<file path="src/rtl/calendar_pkg.sv">
// Purpose: shared constants and types for the calendar clock control block
// Assumes: 32-bit APB data, one aligned word per register
// Notes: the base register and its three aliases share one decode
package calendar_pkg;
    localparam int ADDR_W = 8;
    localparam int CAL_W = 10;
    localparam logic [ADDR_W-1:0] OFF_BASE = 8'h00;
    localparam logic [ADDR_W-1:0] OFF_CLR = 8'h04;
    localparam logic [ADDR_W-1:0] OFF_SET = 8'h08;
    localparam logic [ADDR_W-1:0] OFF_INV = 8'h0C;
    localparam int BIT_CAL_LO = 16;
    localparam int BIT_CAL_HI = 25;
    localparam int BIT_ENABLE = 15;
    localparam int BIT_IDLE_HALT = 13;
    localparam int BIT_PIN_SEL = 7;
    localparam int BIT_RUNNING = 6;
    localparam int BIT_UNLOCK = 3;
    localparam int BIT_SYNC = 2;
    localparam int BIT_HALF = 1;
    localparam int BIT_PIN_OE = 0;
    localparam logic [31:0] CONTROL_RESET = 32'h0000_0000;
    localparam logic [CAL_W-1:0] CAL_RESET = 10'h000;
    localparam logic [CAL_W-1:0] REMAIN_ONE = 10'h001;
    localparam logic [31:0] READ_ZERO = 32'h0000_0000;
    typedef enum logic [1:0]
    {
        CAL_IDLE = 2'b00,
        CAL_ADD = 2'b01,
        CAL_SUB = 2'b10
    } cal_state_t;
endpackage
</file>
<file path="src/rtl/calendar_clock_control.sv">
// Purpose: control register, drift trim engine and pin routing of the calendar clock
// Assumes: presetn is the power-on reset; time counters and unlock sequence live outside
// Notes: APB slave with one wait state; aliases at +4 clear, +8 set, +C invert
//
// What this block does
// - drift trim is a signed 10-bit value in control bits 25 to 16
// - positive trim N inserts N time-base pulses each minute, at most 511
// - negative trim removes pulses each minute; all ones one, most negative 512
// - zero trim leaves the time-base pulse stream untouched
// - control bit 15 enables the calendar clock module
// - enable bit accepts writes only while write-unlock is set
// - idle-halt bit 13 gates the bus clock off while the chip idles
// - bit 7 picks seconds clock when set, alarm pulse when clear, for the pin
// - pin is driven only while pin output enable bit 0 is set
// - read-only bit 6 shows whether the time base is running
// - write-unlock bit 3 can be set only while the write sequence is open
// - half-second flag bit 1 is read-only, cleared by a seconds write
// - control register is reset by power-on reset only
// - bits 31 to 26, 14 and 12 to 8 always read zero
// - clear, set and invert aliases change only bits written as one
module calendar_clock_control
(
    input wire logic pclk, // bus clock, 20 MHz
    input wire logic presetn, // power-on reset, active low
    input wire logic psel, // apb select
    input wire logic penable, // apb access phase
    input wire logic pwrite, // apb direction
    input wire logic [calendar_pkg::ADDR_W-1:0] paddr, // apb byte address
    input wire logic [31:0] pwdata, // apb write data
    output logic [31:0] prdata, // apb read data
    output logic pready, // apb transfer done
    output logic pslverr, // apb unmapped address
    input wire logic write_seq_enabled, // system write sequence is open
    input wire logic idle_mode, // chip is in idle mode
    input wire logic osc_running, // time-base oscillator alive
    input wire logic rollover_window, // counters about to roll over
    input wire logic half_tick, // time base crossed a half second
    input wire logic seconds_written, // software wrote the seconds fields
    input wire logic timebase_pulse, // raw time-base pulse
    input wire logic minute_tick, // one pulse per minute
    input wire logic seconds_clock, // seconds clock from the counters
    input wire logic alarm_pulse, // alarm pulse from the counters
    output logic corrected_pulse, // trimmed time-base pulse
    output logic bus_clock_gate_off, // request to stop the bus clock
    output logic module_enable, // module enable to the counters
    output logic calendar_pin_out, // pin level
    output logic calendar_pin_oe // pin output enable
);

    logic [calendar_pkg::CAL_W-1:0] cal_q;
    logic enable_q;
    logic idle_halt_q;
    logic pin_sel_q;
    logic unlock_q;
    logic pin_oe_q;
    logic running_q;
    logic sync_q;
    logic half_q;
    logic [calendar_pkg::CAL_W-1:0] remain_q;
    calendar_pkg::cal_state_t cal_state_q;
    logic [31:0] ctrl_word;
    logic [31:0] new_word;
    logic access;
    logic wr_fire;
    logic mapped;
    logic insert;
    logic swallow;

    // true for the base register and its three aliases
    function automatic logic is_mapped(input logic [calendar_pkg::ADDR_W-1:0] a);
        return a == calendar_pkg::OFF_BASE || a == calendar_pkg::OFF_CLR ||
            a == calendar_pkg::OFF_SET || a == calendar_pkg::OFF_INV;
    endfunction

    // word that a write at this offset leaves behind
    function automatic logic [31:0] merge(input logic [calendar_pkg::ADDR_W-1:0] a,
        input logic [31:0] cur, input logic [31:0] w);
        logic [31:0] r;
        r = w;
        if (a == calendar_pkg::OFF_CLR)
        begin
            r = cur & ~w;
        end
        else if (a == calendar_pkg::OFF_SET)
        begin
            r = cur | w;
        end
        else if (a == calendar_pkg::OFF_INV)
        begin
            r = cur ^ w;
        end
        return r;
    endfunction

    always_comb
    begin
        ctrl_word = calendar_pkg::READ_ZERO;
        ctrl_word[calendar_pkg::BIT_CAL_HI:calendar_pkg::BIT_CAL_LO] = cal_q;
        ctrl_word[calendar_pkg::BIT_ENABLE] = enable_q;
        ctrl_word[calendar_pkg::BIT_IDLE_HALT] = idle_halt_q;
        ctrl_word[calendar_pkg::BIT_PIN_SEL] = pin_sel_q;
        ctrl_word[calendar_pkg::BIT_RUNNING] = running_q;
        ctrl_word[calendar_pkg::BIT_UNLOCK] = unlock_q;
        ctrl_word[calendar_pkg::BIT_SYNC] = sync_q;
        ctrl_word[calendar_pkg::BIT_HALF] = half_q;
        ctrl_word[calendar_pkg::BIT_PIN_OE] = pin_oe_q;
    end

    assign access = psel && penable;
    assign mapped = is_mapped(paddr);
    // a write lands only at the edge where pready is seen high
    assign wr_fire = access && pready && pwrite && mapped;
    assign new_word = merge(paddr, ctrl_word, pwdata);

    // one wait state keeps pready and prdata straight from flops
    always_ff @(posedge pclk or negedge presetn)
    begin
        if (!presetn)
        begin
            pready <= 1'b0;
            pslverr <= 1'b0;
            prdata <= calendar_pkg::READ_ZERO;
        end
        else
        begin
            pready <= access && !pready;
            pslverr <= access && !pready && !mapped;
            if (access && !pready && !pwrite && paddr == calendar_pkg::OFF_BASE)
            begin
                prdata <= ctrl_word;
            end
            else
            begin
                prdata <= calendar_pkg::READ_ZERO;
            end
        end
    end

    // only presetn clears the register; no other reset source reaches it
    always_ff @(posedge pclk or negedge presetn)
    begin
        if (!presetn)
        begin
            cal_q <= calendar_pkg::CAL_RESET;
            enable_q <= calendar_pkg::CONTROL_RESET[calendar_pkg::BIT_ENABLE];
            idle_halt_q <= calendar_pkg::CONTROL_RESET[calendar_pkg::BIT_IDLE_HALT];
            pin_sel_q <= calendar_pkg::CONTROL_RESET[calendar_pkg::BIT_PIN_SEL];
            unlock_q <= calendar_pkg::CONTROL_RESET[calendar_pkg::BIT_UNLOCK];
            pin_oe_q <= calendar_pkg::CONTROL_RESET[calendar_pkg::BIT_PIN_OE];
        end
        else if (wr_fire)
        begin
            // read-only and unused positions of new_word are simply not stored
            cal_q <= new_word[calendar_pkg::BIT_CAL_HI:calendar_pkg::BIT_CAL_LO];
            idle_halt_q <= new_word[calendar_pkg::BIT_IDLE_HALT];
            pin_sel_q <= new_word[calendar_pkg::BIT_PIN_SEL];
            pin_oe_q <= new_word[calendar_pkg::BIT_PIN_OE];
            if (unlock_q)
            begin
                enable_q <= new_word[calendar_pkg::BIT_ENABLE];
            end
            if (!new_word[calendar_pkg::BIT_UNLOCK] || write_seq_enabled)
            begin
                unlock_q <= new_word[calendar_pkg::BIT_UNLOCK];
            end
        end
    end

    // status flags
    always_ff @(posedge pclk or negedge presetn)
    begin
        if (!presetn)
        begin
            running_q <= 1'b0;
            sync_q <= 1'b0;
            half_q <= 1'b0;
        end
        else
        begin
            running_q <= enable_q && osc_running;
            sync_q <= enable_q && rollover_window;
            // a half tick in the same cycle as a seconds write still wins
            if (half_tick)
            begin
                half_q <= !half_q || seconds_written;
            end
            else if (seconds_written)
            begin
                half_q <= 1'b0;
            end
        end
    end

    // drift trim engine: one burst per minute, new minute ticks ignored while busy
    always_ff @(posedge pclk or negedge presetn)
    begin
        if (!presetn)
        begin
            cal_state_q <= calendar_pkg::CAL_IDLE;
            remain_q <= calendar_pkg::CAL_RESET;
        end
        else if (!enable_q)
        begin
            cal_state_q <= calendar_pkg::CAL_IDLE;
            remain_q <= calendar_pkg::CAL_RESET;
        end
        else
        begin
            unique case (cal_state_q)
                calendar_pkg::CAL_IDLE:
                begin
                    if (minute_tick && cal_q != calendar_pkg::CAL_RESET)
                    begin
                        if (cal_q[calendar_pkg::CAL_W-1])
                        begin
                            cal_state_q <= calendar_pkg::CAL_SUB;
                            remain_q <= calendar_pkg::CAL_W'(-cal_q);
                        end
                        else
                        begin
                            cal_state_q <= calendar_pkg::CAL_ADD;
                            remain_q <= cal_q;
                        end
                    end
                end
                calendar_pkg::CAL_ADD,
                calendar_pkg::CAL_SUB:
                begin
                    if (insert || swallow)
                    begin
                        remain_q <= remain_q - calendar_pkg::REMAIN_ONE;
                        if (remain_q == calendar_pkg::REMAIN_ONE)
                        begin
                            cal_state_q <= calendar_pkg::CAL_IDLE;
                        end
                    end
                end
                default:
                begin
                    cal_state_q <= calendar_pkg::CAL_IDLE;
                end
            endcase
        end
    end

    // extra pulses go only into gaps of the raw stream so none merge
    assign insert = cal_state_q == calendar_pkg::CAL_ADD && !timebase_pulse;
    assign swallow = cal_state_q == calendar_pkg::CAL_SUB && timebase_pulse;

    // outputs
    always_ff @(posedge pclk or negedge presetn)
    begin
        if (!presetn)
        begin
            corrected_pulse <= 1'b0;
            bus_clock_gate_off <= 1'b0;
            module_enable <= 1'b0;
            calendar_pin_out <= 1'b0;
            calendar_pin_oe <= 1'b0;
        end
        else
        begin
            corrected_pulse <= enable_q && ((timebase_pulse && !swallow) || insert);
            bus_clock_gate_off <= idle_halt_q && idle_mode;
            module_enable <= enable_q;
            calendar_pin_out <= pin_oe_q && (pin_sel_q ? seconds_clock : alarm_pulse);
            calendar_pin_oe <= pin_oe_q;
        end
    end
endmodule

</file>
<file path="config.mk">
export PLATFORM = sky130hd
export DESIGN_NAME = calendar_clock_control
export DESIGN_NICKNAME = d
export VERILOG_FILES = /design/src/rtl/calendar_pkg.sv /design/src/rtl/calendar_clock_control.sv
export SDC_FILE = /design/constraint.sdc
export NUM_CORES = 1
export LEC_CHECK = 0
export BUFFER_PORTS_ARGS = -buffer_cell sky130_fd_sc_hd__clkbuf_2
export CORE_UTILIZATION = 45
export CTS_CLUSTER_DIAMETER = 120
export DETAILED_ROUTE_END_ITERATION = 16
export PLACE_DENSITY = 0.7
export SETUP_SLACK_MARGIN = 0.1
export SYNTH_ARGS = -nofsm -noshare
export SYNTH_HDL_FRONTEND = slang
export SYNTH_SLANG_ARGS = --single-unit
export TNS_END_PERCENT = 1
</file>
<file path="constraint.sdc">
create_clock -name pclk -period 2.2 [get_ports pclk]
set_input_delay 0.11 -clock pclk [delete_from_list [all_inputs] [get_ports pclk]]
set_output_delay 0.11 -clock pclk [all_outputs]
set_load 0.005 [all_outputs]
</file>
==> flow_summary.toml <==
[place]
placed_cell_area_um2 = 3990
gp_congestion = 0.832
hpwl_um = 5680
portBuffers = 62

[hold_path]
hp-class = "input pin to register"
worstHoldPathCells = 2

[cells_and_area]
layout_commonest_cell = "clkbuf_2"
final_cell_mix = "clkbuf_2, dfrtp_1, inv_1, ha_1, o21ai_0"
nNetsFinal = 534
n_antenna_cell = 0
area_delta_synth_final_pct = 16.0
postLayoutCellArea_um2 = 4120
drive_above_1_share_pct = 23.7
n_fill_cell = 693

[synth]
synth-seq-cells = 55
synth_largest_area_cell = "dfrtp_1"
yosys_warnings = 0
synthDominantCellAreaShare_pct = 38.7
yosysSeqAreaShare_pct = 38.7
async_reset_ff_share_pct = 100
synthCells = 372
ys_top_cells_by_area = "dfrtp_1, ha_1, inv_1, o21ai_0, a21oi_1"
synth_area_um2 = 3550
synth-edff-count = 0
yosysUniqueCellTypes = 49
ys.flop_type = "dfrtp_1"
synth_area_per_cell_um2 = 9.55

[sta]
post-route-min-period_ns = 2.07
tns_ns = 0
slew_headroom_pct = 53.8
skew_ns = 0.0166
grt_setup_unrepaired = "yes"
slew_viol_final = 0
finalSetupViolCount = 0
worst_slew_pin_slew_ns = 0.693
period_share_pct = 93.9
timing_hold_violations_final = 0
max_freq_mhz = 484

[clock_network]
clock_sinks = 55
ctsRootBufferMaster = "clkbuf_8"
insertion_delay_ns = 0.31
cts_max_path_buffers = 2
cts-buffers-inserted = 5
cts.clk_slew.worst_paths_ns = 0.10
htree_levels = 2
cts_tree = "yes"

[drt]
via_count = 2938
routed_wl_um = 7900
dr.first_iter.drc_count = 185
drt-vias-per-instance = 5.39
wl_per_cell_um = 14.5
drcViolationCount = 0
firstDrtPassIters = 4
postRouteAntennaNets = 0

[global_route]
grt_pass1_wl_um = 13500
grt_max_degree = 56
grt_pass1_vias = 2860
grt_antenna_before_repair = 0
groute.usage.overall_pct = 20.4
overflow = 0

[power_and_ir_drop]
p_per_area_nw_per_um2 = 432
leakagePower_uw = 0.00215
max-vdd-ir-drop_mv = 0.273

[critical_path]
cp_slowest_cell = "nor4_1"
worstPathCellList = "nor4_1, nand4_1, nand2_1, o21bai_1, mux2_2"
cp.required_ns = 2.41
rr_worst_depth = 5
cp_num_cells = 5
cp_top_family = "simple AND/OR/NAND/NOR gates"
cp.buffers_inverters = 0
critPathMaxFanout = 5
start_kind = "register"
slowest_delay_ns = 0.51
crit_path_end_kind = "register"
arrival_ns = 2.27
worst-setup-path-type = "register to register"
r2r_slack_ns = 0.13

[die]
core_area_um2 = 7690
row_count = 32
die_height_um = 90.9
die_w_um = 90.9
die-area_um2 = 8260
pin_count = 94
initial_core_util_pct = 46.2

[job]
cap_violations = 0

[outcome]
status = "finished clean"
repair_timing:
item	4_1_cts	5_1_grt
hold buffers	3	0
gates resized for setup	1	2
gates cloned	0	1
setup endpoints to repair	5	7
endpoints found under the hold margin	57	0
pin swaps	0	1
buffers inserted	0	1
state kept, by name (all words and copies together), names as in the netlist, 2 cells and up:
signal       flops
prdata          18
remain_q        10
cal_state_q      2
cal_q           10
report_power, final:
part | internal (µW) | leakage (µW) | switching [µW] | total [µW]
logic | 84.4 | 0.00136 | 110 | 194
clock network | 223 | 0.0000406 | 339 | 562
registers | 1020 | 0.000749 | 6.62 | 1030
total | 1330 | 0.00215 | 456 | 1780
synthesized netlist by cell type (5+ instances only):
master,n
nand2_1,17
nand2b_1,5
clkbuf_1,13
a22o_1,11
ha_1,36
a21oi_1,28
mux2i_1,14
buf_4,15
nor2_1,13
xnor2_1,8
o21ai_0,29
and3_1,19
dfrtp_1,55
and2_1,5
inv_1,40
buf_2,6
through the flow:
stage / total power (µW) / instances / setup slack, ns / util (%) / hold slack [ns]
floorplan: 1160 / 385 / 0.194 / - / -0.186
CTS: 1790 / 543 / 0.163 / 53.4 / 0.00653
global route: 1860 / 545 / 0.0435 / 53.6 / 0.0115
global placement: 1230 / 533 / 0.123 / 51.9 / 0.284
detailed placement: 1240 / 533 / 0.0300 / 51.9 / 0.293
finish: 1780 / 545 / 0.135 / 53.6 / 0.00708
logic make-up (layout without fill, tap and decap cells):
logic type / count (synthesis) / in the layout / synth area share, %
buffers and inverters: 75 / 132 / 9.72
xor gates and xnor gates: 9 / 9 / 2.22
adders and majority gates: 36 / 36 / 12.7
DFF: 55 / 55 / 38.7
AOI/OAI and AO/OA: 90 / 90 / 16.1
and+or+nand+nor: 88 / 89 / 14.3
muxes: 18 / 18 / 6.16
other: 1 / 14 / 0.106
cell type report:
cell class | instances | area [µm²] | area share [%]
multi-input cells | 256 | 1890 | 45.9
flip-flops and latches | 55 | 1380 | 33.4
repair buffers | 85 | 490 | 11.9
inverters | 40 | 150 | 3.64
well taps | 102 | 128 | 3.10
clock buffers | 5 | 68.8 | 1.67
clock inverters | 2 | 16.3 | 0.395
path summary, 6_finish.rpt:
kind,startpoint,endpoint
min in group asynchronous,presetn,remain_q[3]
max reg2reg,cal_q[6],cal_state_q[0]
max in group asynchronous,presetn,prdata[17]
min reg2reg,pin_oe_q,calendar_pin_oe
min,osc_running,running_q
max,cal_q[6],cal_state_q[0]
routing by layer:
layer	part of all wire (%)	vias to the layer above	GRT usage (%)
met2	50	62	34.2
met4	1.3	0	6.88
met5	0	-	0
met3	3.6	10	3.62
met1	45	1459	26.4
li1	-	1407	-
Note: power is estimated with default switching activity, not from simulation.
